`config.mk`:
```
export PLATFORM = sky130hd
export DESIGN_NAME = rtu_slave_frame_decoder
export DESIGN_NICKNAME = d
export VERILOG_FILES = /design/src/rtu_frame_pkg.sv /design/src/rtu_byte_fifo.sv /design/src/rtu_slave_frame_decoder.sv
export SDC_FILE = /design/constraint.sdc
export NUM_CORES = 1
export LEC_CHECK = 0
export ABC_CLOCK_PERIOD_IN_PS = 5450
export BUFFER_PORTS_ARGS = -buffer_cell sky130_fd_sc_hd__buf_2
export CAP_MARGIN = 0
export CORE_MARGIN = 2
export CORE_UTILIZATION = 55
export CTS_CLUSTER_DIAMETER = 30
export DETAILED_ROUTE_END_ITERATION = 16
export PLACE_DENSITY = 0.72
export SYNTH_ARGS = -nofsm -noshare
export SYNTH_HDL_FRONTEND = slang
export SYNTH_SLANG_ARGS = --single-unit
```
`constraint.sdc`:
```
create_clock -name SYS_CLK_IN -period 5.45 [get_ports SYS_CLK_IN]
set_input_delay 1.635 -clock SYS_CLK_IN [delete_from_list [all_inputs] [get_ports SYS_CLK_IN]]
set_output_delay 1.635 -clock SYS_CLK_IN [all_outputs]
set_load 0.03 [all_outputs]
```
`src/rtu_frame_pkg.sv`:
```
// shared constants, types and decode helpers for the rtu slave frame decoder
// What this block does
// - frame: gap, address, function, data, check low-high, gap
// - address zero broadcasts, 1 to 247 one slave
// - response carries the query's address unchanged
// - own address is the station number setting
// - unsupported function code gets an error response
// - normal response echoes the function code
// - error response returns function code plus 80h
// - 03h reads holding registers, never broadcast
// - 06h writes one register, broadcast allowed
// - 08h is diagnostic check, never broadcast
// - 10h writes several registers, broadcast allowed
// - 46h reports last access count, never broadcast
// - frames bounded by 3.5 character idle gaps
// - no response after character or check errors
// - broadcast executes permitted functions, never responds
package rtu_frame_pkg;

   // clock rate and character framing
   localparam longint unsigned CLK_HZ = 250_000_000;
   localparam int unsigned BITS_PER_CHAR = 11;
   // interframe silence in tenths of a character time
   localparam longint unsigned SILENCE_TENTHS = 35;
   localparam int unsigned BAUD_DEFAULT = 19200;

   // address values
   localparam logic [7:0] ADDR_BCAST = 8'h00;
   // function codes
   localparam logic [7:0] FC_READ_HOLD = 8'h03;
   localparam logic [7:0] FC_WRITE_ONE = 8'h06;
   localparam logic [7:0] FC_DIAG = 8'h08;
   localparam logic [7:0] FC_WRITE_MULTI = 8'h10;
   localparam logic [7:0] FC_ACCESS_LOG = 8'h46;
   // bit added to the function code in an error response
   localparam logic [7:0] FC_ERR_FLAG = 8'h80;
   // fifo shape
   localparam int unsigned FIFO_DEPTH = 32;

   // operation handed to the executor
   typedef enum logic [2:0] {
      OP_NONE,
      OP_READ_HOLD,
      OP_WRITE_ONE,
      OP_DIAG,
      OP_WRITE_MULTI,
      OP_ACCESS_LOG
   } op_t;

   // one received character or an end-of-frame marker
   typedef struct packed {
      logic eof;
      logic err;
      logic [7:0] data;
   } rx_word_t;

   // command issued at the end of each frame
   typedef struct packed {
      op_t op;
      logic bcast;
      logic [7:0] addr;
      logic [7:0] func;
   } cmd_t;

   // response header
   typedef struct packed {
      logic is_err;
      logic [7:0] addr;
      logic [7:0] func;
   } resp_t;

   // minimum silence in clock cycles, rounded up
   function automatic int unsigned silence_cycles(int unsigned baud);
      longint unsigned num;
      longint unsigned den;
      num = SILENCE_TENTHS * BITS_PER_CHAR * CLK_HZ;
      den = 64'd10 * baud;
      return int'((num + den - 64'd1) / den);
   endfunction

   // maps a function code onto an operation
   function automatic op_t func_op(logic [7:0] fc);
      unique case (fc)
         FC_READ_HOLD: return OP_READ_HOLD;
         FC_WRITE_ONE: return OP_WRITE_ONE;
         FC_DIAG: return OP_DIAG;
         FC_WRITE_MULTI: return OP_WRITE_MULTI;
         FC_ACCESS_LOG: return OP_ACCESS_LOG;
         default: return OP_NONE;
      endcase
   endfunction

   // only the two write functions may be broadcast
   function automatic logic bcast_ok(logic [7:0] fc);
      return (fc == FC_WRITE_ONE) || (fc == FC_WRITE_MULTI);
   endfunction

endpackage

```
`src/rtu_byte_fifo.sv`:
```
// synchronous fifo with valid/ready on both sides
`timescale 1ns/1ps
module rtu_byte_fifo #(
   parameter int unsigned WIDTH = 10,
   parameter int unsigned DEPTH = 32
) (
   input wire logic clk_in,
   input wire logic rstn_in,
   input wire logic in_valid_in,
   output logic in_ready_out,
   input wire logic [WIDTH-1:0] in_data_in,
   output logic out_valid_out,
   input wire logic out_ready_in,
   output logic [WIDTH-1:0] out_data_out
);
   localparam int unsigned AW = $clog2(DEPTH);

   logic [WIDTH-1:0] mem [DEPTH];  // storage
   logic [AW-1:0] wr_q;  // write pointer
   logic [AW-1:0] rd_q;  // read pointer
   logic [AW:0] cnt_q;  // words held
   logic push;
   logic pop;

   assign in_ready_out = (cnt_q != (AW+1)'(DEPTH));
   assign out_valid_out = (cnt_q != '0);
   assign out_data_out = mem[rd_q];
   assign push = in_valid_in && in_ready_out;
   assign pop = out_valid_out && out_ready_in;

   // storage write, no reset needed
   always_ff @(posedge clk_in) begin
      if (push) begin
         mem[wr_q] <= in_data_in;
      end
   end

   // pointers and fill count
   always_ff @(posedge clk_in or negedge rstn_in) begin
      if (!rstn_in) begin
         wr_q <= '0;
         rd_q <= '0;
         cnt_q <= '0;
      end else begin
         if (push) begin
            wr_q <= (wr_q == AW'(DEPTH - 1)) ? '0 : wr_q + 1'b1;
         end
         if (pop) begin
            rd_q <= (rd_q == AW'(DEPTH - 1)) ? '0 : rd_q + 1'b1;
         end
         cnt_q <= cnt_q + (AW+1)'(push) - (AW+1)'(pop);
      end
   end
endmodule

```
`src/rtu_slave_frame_decoder.sv`:
```
// rtu slave frame decoder: gap framing, address match, function decode
`timescale 1ns/1ps
module rtu_slave_frame_decoder #(
   parameter int unsigned BAUD = rtu_frame_pkg::BAUD_DEFAULT,
   parameter int unsigned GAP_CYCLES = rtu_frame_pkg::silence_cycles(BAUD)
) (
   input wire logic SYS_CLK_IN,
   input wire logic RSTN_IN,
   // received characters from the serial receiver
   input wire logic RX_VALID_IN,
   output logic RX_READY_OUT,
   input wire logic [7:0] RX_DATA_IN,
   input wire logic RX_ERR_IN,
   // check code verdict for all characters so far
   input wire logic CRC_OK_IN,
   // station_number_setting
   input wire logic [7:0] STATION_IN,
   // frame body (data and check bytes) to the executor
   output logic BODY_VALID_OUT,
   output logic [7:0] BODY_OUT,
   // one command per frame
   output logic CMD_VALID_OUT,
   output rtu_frame_pkg::cmd_t CMD_OUT,
   // response header to the transmitter
   output logic RESP_VALID_OUT,
   input wire logic RESP_READY_IN,
   output rtu_frame_pkg::resp_t RESP_OUT
);

   typedef enum logic [2:0] {
      S_ADDR,
      S_FUNC,
      S_BODY,
      S_DECIDE,
      S_RESP
   } state_t;

   localparam logic [31:0] GAP_LAST = 32'(GAP_CYCLES - 1);

   // receive side
   logic [31:0] gap_cnt_q;  // idle cycles since last character
   logic gap_hit;  // silence long enough to close a frame
   logic synced_q;  // a gap has been seen since reset
   logic open_q;  // characters pushed since the last marker
   logic mark_now;  // push an end marker this cycle
   logic rx_fire;  // character accepted
   logic fifo_in_valid;
   logic fifo_in_ready;
   rtu_frame_pkg::rx_word_t fifo_in;
   // drain side
   logic fifo_out_valid;
   logic fifo_out_ready;
   rtu_frame_pkg::rx_word_t fifo_out;
   logic pop;
   state_t state_q;
   logic [7:0] addr_q;  // captured address
   logic [7:0] func_q;  // captured function code
   logic err_q;  // any character or check error
   logic [1:0] body_q;  // body bytes seen, saturating at two
   // decision terms
   logic frame_bad;
   logic is_bcast;
   logic is_mine;
   logic fc_known;

   // the gap counter saturates one short of the silence length
   assign gap_hit = (gap_cnt_q == GAP_LAST);
   assign mark_now = open_q && gap_hit;
   assign RX_READY_OUT = fifo_in_ready && !mark_now;
   assign rx_fire = RX_VALID_IN && RX_READY_OUT;

   // marker carries the check verdict; early characters are tainted
   always_comb begin
      fifo_in.eof = mark_now;
      fifo_in.err = mark_now ? !CRC_OK_IN : (RX_ERR_IN || !synced_q);
      fifo_in.data = mark_now ? 8'h00 : RX_DATA_IN;
      fifo_in_valid = mark_now || RX_VALID_IN;
   end

   // silence timer, restarted by every character
   always_ff @(posedge SYS_CLK_IN or negedge RSTN_IN) begin
      if (!RSTN_IN) begin
         gap_cnt_q <= '0;
      end else if (rx_fire) begin
         gap_cnt_q <= '0;
      end else if (!gap_hit) begin
         gap_cnt_q <= gap_cnt_q + 32'd1;
      end
   end

   // framing state on the receive side
   always_ff @(posedge SYS_CLK_IN or negedge RSTN_IN) begin
      if (!RSTN_IN) begin
         synced_q <= 1'b0;
         open_q <= 1'b0;
      end else begin
         if (gap_hit) begin
            synced_q <= 1'b1;
         end
         if (rx_fire) begin
            open_q <= 1'b1;
         end else if (mark_now && fifo_in_ready) begin
            open_q <= 1'b0;
         end
      end
   end

   rtu_byte_fifo #(
      .WIDTH($bits(rtu_frame_pkg::rx_word_t)),
      .DEPTH(rtu_frame_pkg::FIFO_DEPTH)
   ) u_fifo (
      .clk_in(SYS_CLK_IN),
      .rstn_in(RSTN_IN),
      .in_valid_in(fifo_in_valid),
      .in_ready_out(fifo_in_ready),
      .in_data_in(fifo_in),
      .out_valid_out(fifo_out_valid),
      .out_ready_in(fifo_out_ready),
      .out_data_out(fifo_out)
   );

   // drain only while collecting a frame; a waiting response stalls it
   assign fifo_out_ready = (state_q == S_ADDR) || (state_q == S_FUNC)
      || (state_q == S_BODY);
   assign pop = fifo_out_valid && fifo_out_ready;

   // short frames and tainted characters are bad
   assign frame_bad = err_q || (body_q != 2'd2);
   assign is_bcast = (addr_q == rtu_frame_pkg::ADDR_BCAST);
   assign is_mine = !is_bcast && (addr_q == STATION_IN);
   assign fc_known = (rtu_frame_pkg::func_op(func_q)
      != rtu_frame_pkg::OP_NONE);

   // frame collection state machine
   always_ff @(posedge SYS_CLK_IN or negedge RSTN_IN) begin
      if (!RSTN_IN) begin
         state_q <= S_ADDR;
      end else begin
         unique case (state_q)
            S_ADDR: begin
               // a lone marker is an empty frame
               if (pop && !fifo_out.eof) begin
                  state_q <= S_FUNC;
               end
            end
            S_FUNC: begin
               if (pop) begin
                  state_q <= fifo_out.eof ? S_DECIDE : S_BODY;
               end
            end
            S_BODY: begin
               if (pop && fifo_out.eof) begin
                  state_q <= S_DECIDE;
               end
            end
            S_DECIDE: begin
               state_q <= (!frame_bad && is_mine) ? S_RESP : S_ADDR;
            end
            S_RESP: begin
               if (RESP_READY_IN) begin
                  state_q <= S_ADDR;
               end
            end
         endcase
      end
   end

   // header fields and error accumulation
   always_ff @(posedge SYS_CLK_IN or negedge RSTN_IN) begin
      if (!RSTN_IN) begin
         addr_q <= '0;
         func_q <= '0;
         err_q <= 1'b0;
         body_q <= '0;
      end else if (pop) begin
         if (state_q == S_ADDR) begin
            addr_q <= fifo_out.data;
            err_q <= fifo_out.err;
            body_q <= '0;
         end else begin
            err_q <= err_q || fifo_out.err;
            if (state_q == S_FUNC && !fifo_out.eof) begin
               func_q <= fifo_out.data;
            end
            if (state_q == S_BODY && !fifo_out.eof && body_q != 2'd2) begin
               body_q <= body_q + 2'd1;
            end
         end
      end
   end

   // body bytes pass straight to the executor
   always_ff @(posedge SYS_CLK_IN or negedge RSTN_IN) begin
      if (!RSTN_IN) begin
         BODY_VALID_OUT <= 1'b0;
         BODY_OUT <= '0;
      end else begin
         BODY_VALID_OUT <= pop && (state_q == S_BODY) && !fifo_out.eof;
         if (pop && state_q == S_BODY && !fifo_out.eof) begin
            BODY_OUT <= fifo_out.data;
         end
      end
   end

   // one command per finished frame; rejected frames get OP_NONE
   always_ff @(posedge SYS_CLK_IN or negedge RSTN_IN) begin
      if (!RSTN_IN) begin
         CMD_VALID_OUT <= 1'b0;
         CMD_OUT <= '0;
      end else begin
         CMD_VALID_OUT <= (state_q == S_DECIDE);
         if (state_q == S_DECIDE) begin
            CMD_OUT.addr <= addr_q;
            CMD_OUT.func <= func_q;
            CMD_OUT.bcast <= is_bcast;
            if (frame_bad) begin
               CMD_OUT.op <= rtu_frame_pkg::OP_NONE;
            end else if (is_bcast) begin
               // reads, diagnostics and access log are dropped
               CMD_OUT.op <= rtu_frame_pkg::bcast_ok(func_q)
                  ? rtu_frame_pkg::func_op(func_q)
                  : rtu_frame_pkg::OP_NONE;
            end else if (is_mine) begin
               CMD_OUT.op <= rtu_frame_pkg::func_op(func_q);
            end else begin
               CMD_OUT.op <= rtu_frame_pkg::OP_NONE;
            end
         end
      end
   end

   // response header, held until the transmitter takes it
   always_ff @(posedge SYS_CLK_IN or negedge RSTN_IN) begin
      if (!RSTN_IN) begin
         RESP_VALID_OUT <= 1'b0;
         RESP_OUT <= '0;
      end else if (state_q == S_DECIDE) begin
         // broadcast and foreign frames never answer
         RESP_VALID_OUT <= !frame_bad && is_mine;
         RESP_OUT.addr <= addr_q;
         RESP_OUT.is_err <= !fc_known;
         RESP_OUT.func <= fc_known ? func_q
            : (func_q | rtu_frame_pkg::FC_ERR_FLAG);
      end else if (RESP_VALID_OUT && RESP_READY_IN) begin
         RESP_VALID_OUT <= 1'b0;
      end
   end
endmodule

```
* Word-level counts from Yosys, hierarchy flattened
Memory sizes are Yosys's and may differ from the RTL's.
Cells that the tools add are included.
** Cells by class
- Multiplexer cells :: 28
- Eq/ne operators :: 20
- $add $sub $neg :: 6
- Bitwise logic cells :: 1
- Reduce and logical (&&, ||, !) cells :: 41
** Operators with widths (count)
- 2-to-1 mux 32 bit :: 2
- adder 32 x 1 -> 32 bit (second input constant) :: 1
- equality test 32 x 19 -> 1 bit (second input constant) :: 1
- case mux 3 bit (5 select lines) :: 2
- 2-to-1 mux 3 bit :: 9
- logical AND 1 bit :: 16
- 2-to-1 mux 8 bit :: 2
- adder 5 x 1 -> 5 bit (second input constant) :: 2
- equality test 5 bit (second input constant) :: 2
- 2-to-1 mux 5 bit :: 2
- 2-to-1 mux 1 bit :: 9
- equality test 8 x 2 -> 1 bit (second input constant) :: 1
- equality test 8 x 3 -> 1 bit (second input constant) :: 1
- equality test 8 x 4 -> 1 bit (second input constant) :: 1
- equality test 8 x 5 -> 1 bit (second input constant) :: 1
- equality test 8 x 7 -> 1 bit (second input constant) :: 1
- equality test 8 bit :: 1
- logical NOT 8 bit :: 1
- logical NOT 1 bit :: 7
- logical OR 1 bit :: 7
- adder 6 x 1 -> 6 bit :: 1
- equality test 3 x 2 -> 1 bit (second input constant) :: 2
- != test 2 x 1 -> 1 bit (second input constant) :: 3
- != test 2 bit (second input constant) :: 3
- other kinds (14) :: 18
** Storage, ports and cells
- Flip-flop bits (word level) :: 112
- Bits in writable memories :: 320
- Memories :: 1
- Output and inout port bits :: 49
- Input port bits :: 22
- Word-level logic and storage cells :: 118
** Memory list
- u_fifo.mem :: depth 32, width 10, read ports 1, clocked after Yosys merged registers in 0, wr ports 1, RTL line rtu_byte_fifo.sv:18 : logic [WIDTH-1:0] mem [DEPTH];

* Depth between registers and ports, before layout
Gate-level depths: netlist of the first run.
- Word-level depth :: 7
- Depth in mapped cells :: 16
- Mapped depth without buffers :: 15

* Cells and area by module
A second synthesis of the first run with hierarchy kept.
** Unflattened totals
- Cell total of the unflattened synthesis :: 1056
- Area total of the unflattened synthesis :: 17853.4 µm²
** Modules (own cells, without submodules)
- rtu_byte_fifo :: cells an instance 630, seq. area each 10009.6 µm², area an instance 13272.7 µm², times used 1
- rtu_slave_frame_decoder :: cells an instance 426, seq. area each 2227.1 µm², area an instance 4580.6 µm², times used 1

* Worst setup path before layout of the first run
Ideal clock, no wire load.
- Kind :: register to register
- Start point :: register gap_cnt_q[0]
- End point :: memory u_fifo.mem[0][8], data pin
- Data required time :: 5074 ps
- Buffers on the path :: 0
- Data arrival time :: 3877 ps
- Setup slack :: 1196 ps
- Clock period less this slack :: 4254 ps
- Setup time :: 376 ps
- Stages on the path, launching flop included :: 8
- Path through :: dfrtp_1 inv_1 ha_1 nor4bb_1 nand2_1 nor4_1 nor3b_1 a21oi_1
** RTL lines
- from (decl) :: RTL line rtu_slave_frame_decoder.sv:41 : logic [31:0] gap_cnt_q;
- from (signal assigned) :: RTL line rtu_slave_frame_decoder.sv:87 : gap_cnt_q <= gap_cnt_q + 32'd1;
- to (decl) :: RTL line rtu_byte_fifo.sv:18

* Final worst setup path of the first run
- Start point :: register gap_cnt_q[22]
- End point :: output port RX_READY_OUT
** Between the ends
- Cells in the longest elaborated chain, start to end :: 4
** RTL lines
- equality test 32 x 19 -> 1 bit :: RTL line rtu_slave_frame_decoder.sv:67 : assign gap_hit = (gap_cnt_q == GAP_LAST);
- logical AND 1 bit :: RTL line rtu_slave_frame_decoder.sv:68 : assign mark_now = open_q && gap_hit;
- logical NOT 1 bit :: RTL line rtu_slave_frame_decoder.sv:69 : assign RX_READY_OUT = fifo_in_ready && !mark_now;
- logical AND 1 bit :: RTL line rtu_slave_frame_decoder.sv:69
- to (decl) :: RTL line rtu_slave_frame_decoder.sv:11 : output logic RX_READY_OUT,
No other way between the ends.

==> metrics.cfg, run 1 <==
[worst_setup_path]
cp.arrival_ps=2610
worstPathMaxFanout=11
start_kind=register
setup.worst_path.class=reg -> out
end_kind=primary output
required_ps=3820

[clock_network]
ctsHtreeMaxLevel=3
cts_setup_buffers=0
clockBufferDepth=3
cts-root-buf=clkbuf_16
clock_latency_ps=570
clkSinkCount=425
clk_pin_slew_ps=40
cts_resized=0
cts_tree=done
cts_made_buffers=75
postCtsHoldBufs=0

[route]
ant_nets=0
first_iter_violations=867
wirelength_mm=39.88
detail_route.first_pass.iterations=7
vias_per_cell=6.119
drc=0
vias=9907
routedWlPerCell_um=24.63

[global_routing]
antenna_found_initial=0
track_usage_pct=24.47
grt_pass1_vias=9914
grt_pass1_wl_mm=60.57
overflow=0
grt_start_max_net_pins=81

[cells_and_area]
layout_commonest_cell=edfxtp_1
area_growth_pct=17.67
most-common-layout-cells=320 x edfxtp_1, 103 x dfrtp_1, 84 x nand2_1
drive_above_1_share_pct=27.53
stdcell_count=1619
fill_cells=2128
fin_area_um2=20940
diodes=0
nets=1201

[power]
clkPwrFrac_pct=37.6
p_switching_mw=3.828
ir_drop_v=0.0003024
finalPower_mw=12.26
swShare_pct=31.22
p_leak_nw=7.770
pwr-share-seq_pct=36.0
p_int_mw=8.433
pwr-share-comb_pct=26.4
power_per_cell_area_nw_per_um2=585.4

[sta]
clock.fmax_mhz=235.5
hold_viol=0
setup_viol=0
finalSetupTns_ps=0
drv_slew=0
rsz0062_at_grt=no
worst_pin_slew_ps=1137
fin_skew_ps=28.40
min_period_over_period_pct=77.92
relSlewSlack_pct=24.20
post-route-min-period_ps=4247

[floorplanning]
die_y_um=183.9
die_area_um2=33820
initial_core_util_pct=56.11
rows=65
dieWidth_um=183.9
core_um2=31720
ioPinCount=71

[synthesis]
synth_area_per_cell_um2=16.92
synth.cell_area_um2=17800
ys_types=60
synth-seq-cells=425
synthArstFlopShare_pct=24.71
synth_nets=1094
synthCells=1052
synth-edff-count=320
yosysTopAreaCellShare_pct=53.99
yosys-top-cells-area=edfxtp_1 54%, dfrtp_1 15%, mux4_2 10%, nand2_1 1.8%, nor2_1 1.7%
synth_largest_area_cell=edfxtp_1
synth-warning-count=0
yosys_most_used_dff=edfxtp_1
synth-seq-area-share_pct=68.75

[place]
dp_cells=1484
dpl_cell_area_um2=18430
io_buffers=70
gp_congestion=0.8147
place_hpwl_mm=23.83

[status]
status=finished, final reports clean

[run]
cap_violations=0

[min_path]
hold_path.class=reg -> reg

==> final timing paths <==
path | from | to | slack, ps | depth (start not counted)
worst max-delay path | gap_cnt_q[22] | RX_READY_OUT | 1200 | 5
worst max register to register | gap_cnt_q[22] | u_fifo.mem[31][7] | 1610 | 6
worst min-delay path | synced_q | synced_q | 470 | 1
max in group asynchronous | RSTN_IN | gap_cnt_q[26] | 3240 | 2
min in group asynchronous | RSTN_IN | CMD_OUT[19] | 1260 | 1
worst min register to register | synced_q | synced_q | 470 | 1
==> registers in the layout (all words and copies together) (netlist names) <==
register,flops
u_fifo.cnt_q,6
u_fifo.mem,320
u_fifo.wr_q,5
body_q,2
func_q,8
u_fifo.rd_q,5
CMD_VALID_OUT,1
synced_q,1
err_q,1
addr_q,8
RESP_OUT,10
CMD_OUT,12
BODY_VALID_OUT,1
RESP_VALID_OUT,1
state_q,3
gap_cnt_q,32
BODY_OUT,8
open_q,1
==> synth_stat cells, types with 2 or more instances <==
cell type	count
or3_1	8
a32o_1	4
a211oi_1	4
o21ai_0	12
mux4_2	80
and4_1	2
inv_1	25
buf_8	2
nor4b_1	2
o22ai_1	2
xnor2_1	20
nand3_1	24
nor4_1	13
o21bai_1	2
buf_1	3
nand2b_1	6
mux2_4	14
and3_1	6
mux2_2	22
and4b_1	2
xor2_1	19
nor3b_1	3
nand4_1	15
a22oi_1	4
clkbuf_1	19
nor4_4	2
or3b_2	3
or4_1	2
dfrtp_1	105
nand3b_1	5
buf_4	17
mux2i_1	22
nor2_1	79
edfxtp_1	320
buf_2	7
ha_1	19
nand2_1	84
nor2b_1	5
buf_6	9
nor3_1	10
mux4_1	9
a21oi_1	14
and2_1	10
==> worst max-delay path, stage by stage, from the launching register on <==
cell and delay (ps):
dfrtp_1 430, nor4_1 360, nand4_1 180, or4_1 690, and2_1 240, buf_2 170
==> per-stage QoR <==
stage               worst slack (ps)  hold WS, ps  util, %
global placement                1625        444.2    58.11
CTS                             1183        467.1    66.03
floorplan                       1196        430.4        -
finish                          1203        469.5    66.03
detailed placement              1559        453.4    58.11
global route                    1010        492.2    66.03
==> logic make-up (layout without fill, tap and decap cells) <==
logic type | count (synthesis) | in the layout | share of synthesized area (%)
flip-flops | 425 | 425 | 68.75
AND/OR/NAND/NOR | 289 | 289 | 8.120
multiplexers | 147 | 147 | 15.26
buffers and inverters | 83 | 248 | 2.664
AO/OA/AOI/OAI | 49 | 49 | 1.835
XOR/XNOR | 39 | 39 | 1.919
adder cells (fa/ha/maj) | 20 | 20 | 1.448
==> routing by layer <==
metal  track usage, %  routed length, µm
met5                0                  0
met4            9.664               1339
met3            6.319               3426
met2            39.06              19160
met1            32.53              15960
==> power groups by stage <==
stage | Clock [mW] | Combinational [mW] | Sequential (mW)
6_report | 4.62 | 3.24 | 4.41
5_1_grt | 4.82 | 3.46 | 4.47
4_1_cts | 4.67 | 3.25 | 4.41
3_5_place_dp | 0 | 3.20 | 4.45
3_3_place_gp | 0 | 3.15 | 4.43
2_1_floorplan | 0 | 2.48 | 4.32
==> layout make-up <==
type | instances | area [µm²] | share of cell area (%)
Sequential cell | 425 | 12240 | 58.47
Multi-Input combinational cell | 544 | 5105 | 24.38
Clock buffer | 89 | 1982 | 9.463
Clock inverter | 46 | 530.5 | 2.533
Tap cell | 402 | 503.0 | 2.402
Timing Repair Buffer | 87 | 480.5 | 2.294
Inverter | 26 | 97.59 | 0.4660
(Power assumes the default switching activity.)
==> run 2: changes to the inputs <==
--- a/config.mk
+++ b/config.mk
@@ -5,14 +5,14 @@
 export SDC_FILE = /design/constraint.sdc
 export NUM_CORES = 1
 export LEC_CHECK = 0
-export ABC_CLOCK_PERIOD_IN_PS = 5450
+export ABC_CLOCK_PERIOD_IN_PS = 3600
 export BUFFER_PORTS_ARGS = -buffer_cell sky130_fd_sc_hd__buf_2
 export CAP_MARGIN = 0
 export CORE_MARGIN = 2
 export CORE_UTILIZATION = 55
 export CTS_CLUSTER_DIAMETER = 30
 export DETAILED_ROUTE_END_ITERATION = 16
-export PLACE_DENSITY = 0.72
+export PLACE_DENSITY = 0.75
 export SYNTH_ARGS = -nofsm -noshare
 export SYNTH_HDL_FRONTEND = slang
 export SYNTH_SLANG_ARGS = --single-unit
==> constraint.sdc (replaced) <==
create_clock -name SYS_CLK_IN -period 3.6 [get_ports SYS_CLK_IN]
set_input_delay 1.08 -clock SYS_CLK_IN [delete_from_list [all_inputs] [get_ports SYS_CLK_IN]]
set_output_delay 1.08 -clock SYS_CLK_IN [all_outputs]
set_load 0.03 [all_outputs]
==> metrics.cfg, run 2 (same netlist as run 1, synthesis figures left out) <==
[clock_network]
clockBufferDepth=3
clock_latency_ps=570
clk_pin_slew_ps=50
cts_tree=done
ctsHtreeMaxLevel=3
postCtsHoldBufs=0
clkSinkCount=425
cts_made_buffers=73
cts-root-buf=clkbuf_16

[power]
clkPwrFrac_pct=37.9
p_leak_nw=8.068
swShare_pct=31.20
ir_drop_v=0.0004904
power_per_cell_area_nw_per_um2=876.2
pwr-share-seq_pct=34.7
p_switching_mw=5.852
p_int_mw=12.90
pwr-share-comb_pct=27.5

[place]
dpl_cell_area_um2=18780
place_hpwl_mm=22.93
gp_congestion=0.8223
io_buffers=70
pre_cts_slack_ps=256.3

[worst_setup_path]
worstPathMaxFanout=4
required_ps=2520
cp-endpoint=RX_READY_OUT
crit_slowest_cell=or4_4
reg2reg_depth=10
start_kind=register
setup.worst_path.class=reg -> out
regToRegSetupSlack_ps=290
crit_start=gap_cnt_q[0]
end_kind=primary output
cp_cell_sequence=inv_1, ha_1, nor4b_4, nand2_1, or4_4, and2_1, buf_2
critical_path_cell_count=7
critPathBufInv=2
cpPeakStageDelay_ps=520
cp.arrival_ps=2430
r2r-start=gap_cnt_q[0]
crit_family=simple AND/OR/NAND/NOR gates
reg2reg_to=u_fifo.mem[5][5]

[sta]
drv_slew=0
setup_viol=0
worst_pin_slew_ps=1305
relSlewSlack_pct=12.98
setup_ws_ps=91.20
post-route-min-period_ps=3509
min_period_over_period_pct=97.47
hold_viol=0
fin_skew_ps=26.21
clock.fmax_mhz=285.0

[cells_and_area]
nets=1244
fin_area_um2=21410
seq_area_um2=12240
fill_cells=1974
drive_above_1_share_pct=31.43
layout_commonest_cell=edfxtp_1
diodes=0
largest_register_ffs=320
area_growth_pct=20.27
multi_input_area_um2=5144
top_register=u_fifo.mem
reg.largest.list=u_fifo.mem (320), gap_cnt_q (32), CMD_OUT (12)
most-common-layout-cells=320 x edfxtp_1, 103 x dfrtp_1, 84 x nand2_1

[global_routing]
grt_pass1_wl_mm=60.04
track_usage_pct=23.88
overflow=0
grt_start_max_net_pins=41
grt_pass1_vias=10260
antenna_found_initial=2

[route]
highest_layer=met5
vias_per_cell=5.974
wl_met3_mm=2.876
wirelength_mm=38.76
drc=0
routedWlPerCell_um=23.32
ant_nets=0
detail_route.first_pass.iterations=5
vias=9929
first_iter_violations=1057
met1Wirelength_mm=15.31
dr_wl_met2_mm=19.39

[floorplanning]
die_area_um2=33820
ioPinCount=71
die_y_um=183.9
dieWidth_um=183.9
core_um2=31720
initial_core_util_pct=56.11
rows=65

[min_path]
hold_path.class=reg -> reg

[run]
cap_violations=0

[status]
status=finished, final reports clean

==> run 2: how the worst min path moves through the flow <==
stage                              end  cells past startpoint         start  slack [ps]
final                     RESP_OUT[16]                      2  RESP_OUT[16]         480
after global routing          synced_q                      1      synced_q         510
after CTS                 RESP_OUT[16]                      2  RESP_OUT[16]         490
after detailed placement      synced_q                      1      synced_q         460
after global placement        synced_q                      1      synced_q         440
after floorplan               synced_q                      1      synced_q         430
==> run 2: metrics by stage <==
step | std cells | util (%) | hold slack (ps) | total power [mW] | setup TNS [ps]
2_1_floorplan | 1052 | - | 430.4 | 10.29 | 0
3_3_place_gp | 1526 | 59.22 | 444.9 | 11.54 | 0
3_5_place_dp | 1526 | 59.22 | 463.0 | 11.64 | 0
4_1_cts | 1659 | 67.31 | 486.9 | 18.85 | 0
5_1_grt | 1662 | 67.49 | 506.8 | 19.49 | -21.55
6_report | 1662 | 67.49 | 482.3 | 18.76 | 0
==> run 2: layout make-up <==
class / instances / share of cell area [%]
multi-input combinational: 544 / 24.03
timing repair buffer: 132 / 3.998
clock buffer: 77 / 8.850
clock inverter: 56 / 3.116
sequential: 425 / 57.20
inverter: 26 / 0.4559
tap: 402 / 2.350
==> run 2: power by group through the flow <==
stage	clock network, mW	logic, mW	registers, mW
final	7.10	5.15	6.50
after global routing	7.42	5.50	6.57
after CTS	7.19	5.17	6.49
after detailed placement	0	5.07	6.56
after floorplan	0	3.75	6.54
after global placement	0	4.99	6.54
==> run 2: metal layers <==
| metal | global-route usage [%] | vias up |
|---|---|---|
| li1 | - | 4362 |
| met1 | 31.29 | 5067 |
| met2 | 39.31 | 413 |
| met3 | 5.487 | 83 |
| met4 | 9.120 | 4 |
| met5 | 0 | - |
==> run 2: timing repair <==
action                                  CTS  global route
pin swaps                                 0             2
endpoints found under the setup margin    1             1
resized for setup                         1             5
gates cloned                              0             0
buffers inserted                          0             3
==> run 2: worst reg2reg max path, cell delays in order (launching register included) <==
cell	delay (ps)
dfrtp_1	400
inv_1	100
ha_1	190
nor4b_4	190
nand2_1	120
or4_4	520
buf_4	160
a21boi_4	400
nand2_1	390
nor2_1	280
buf_4	240
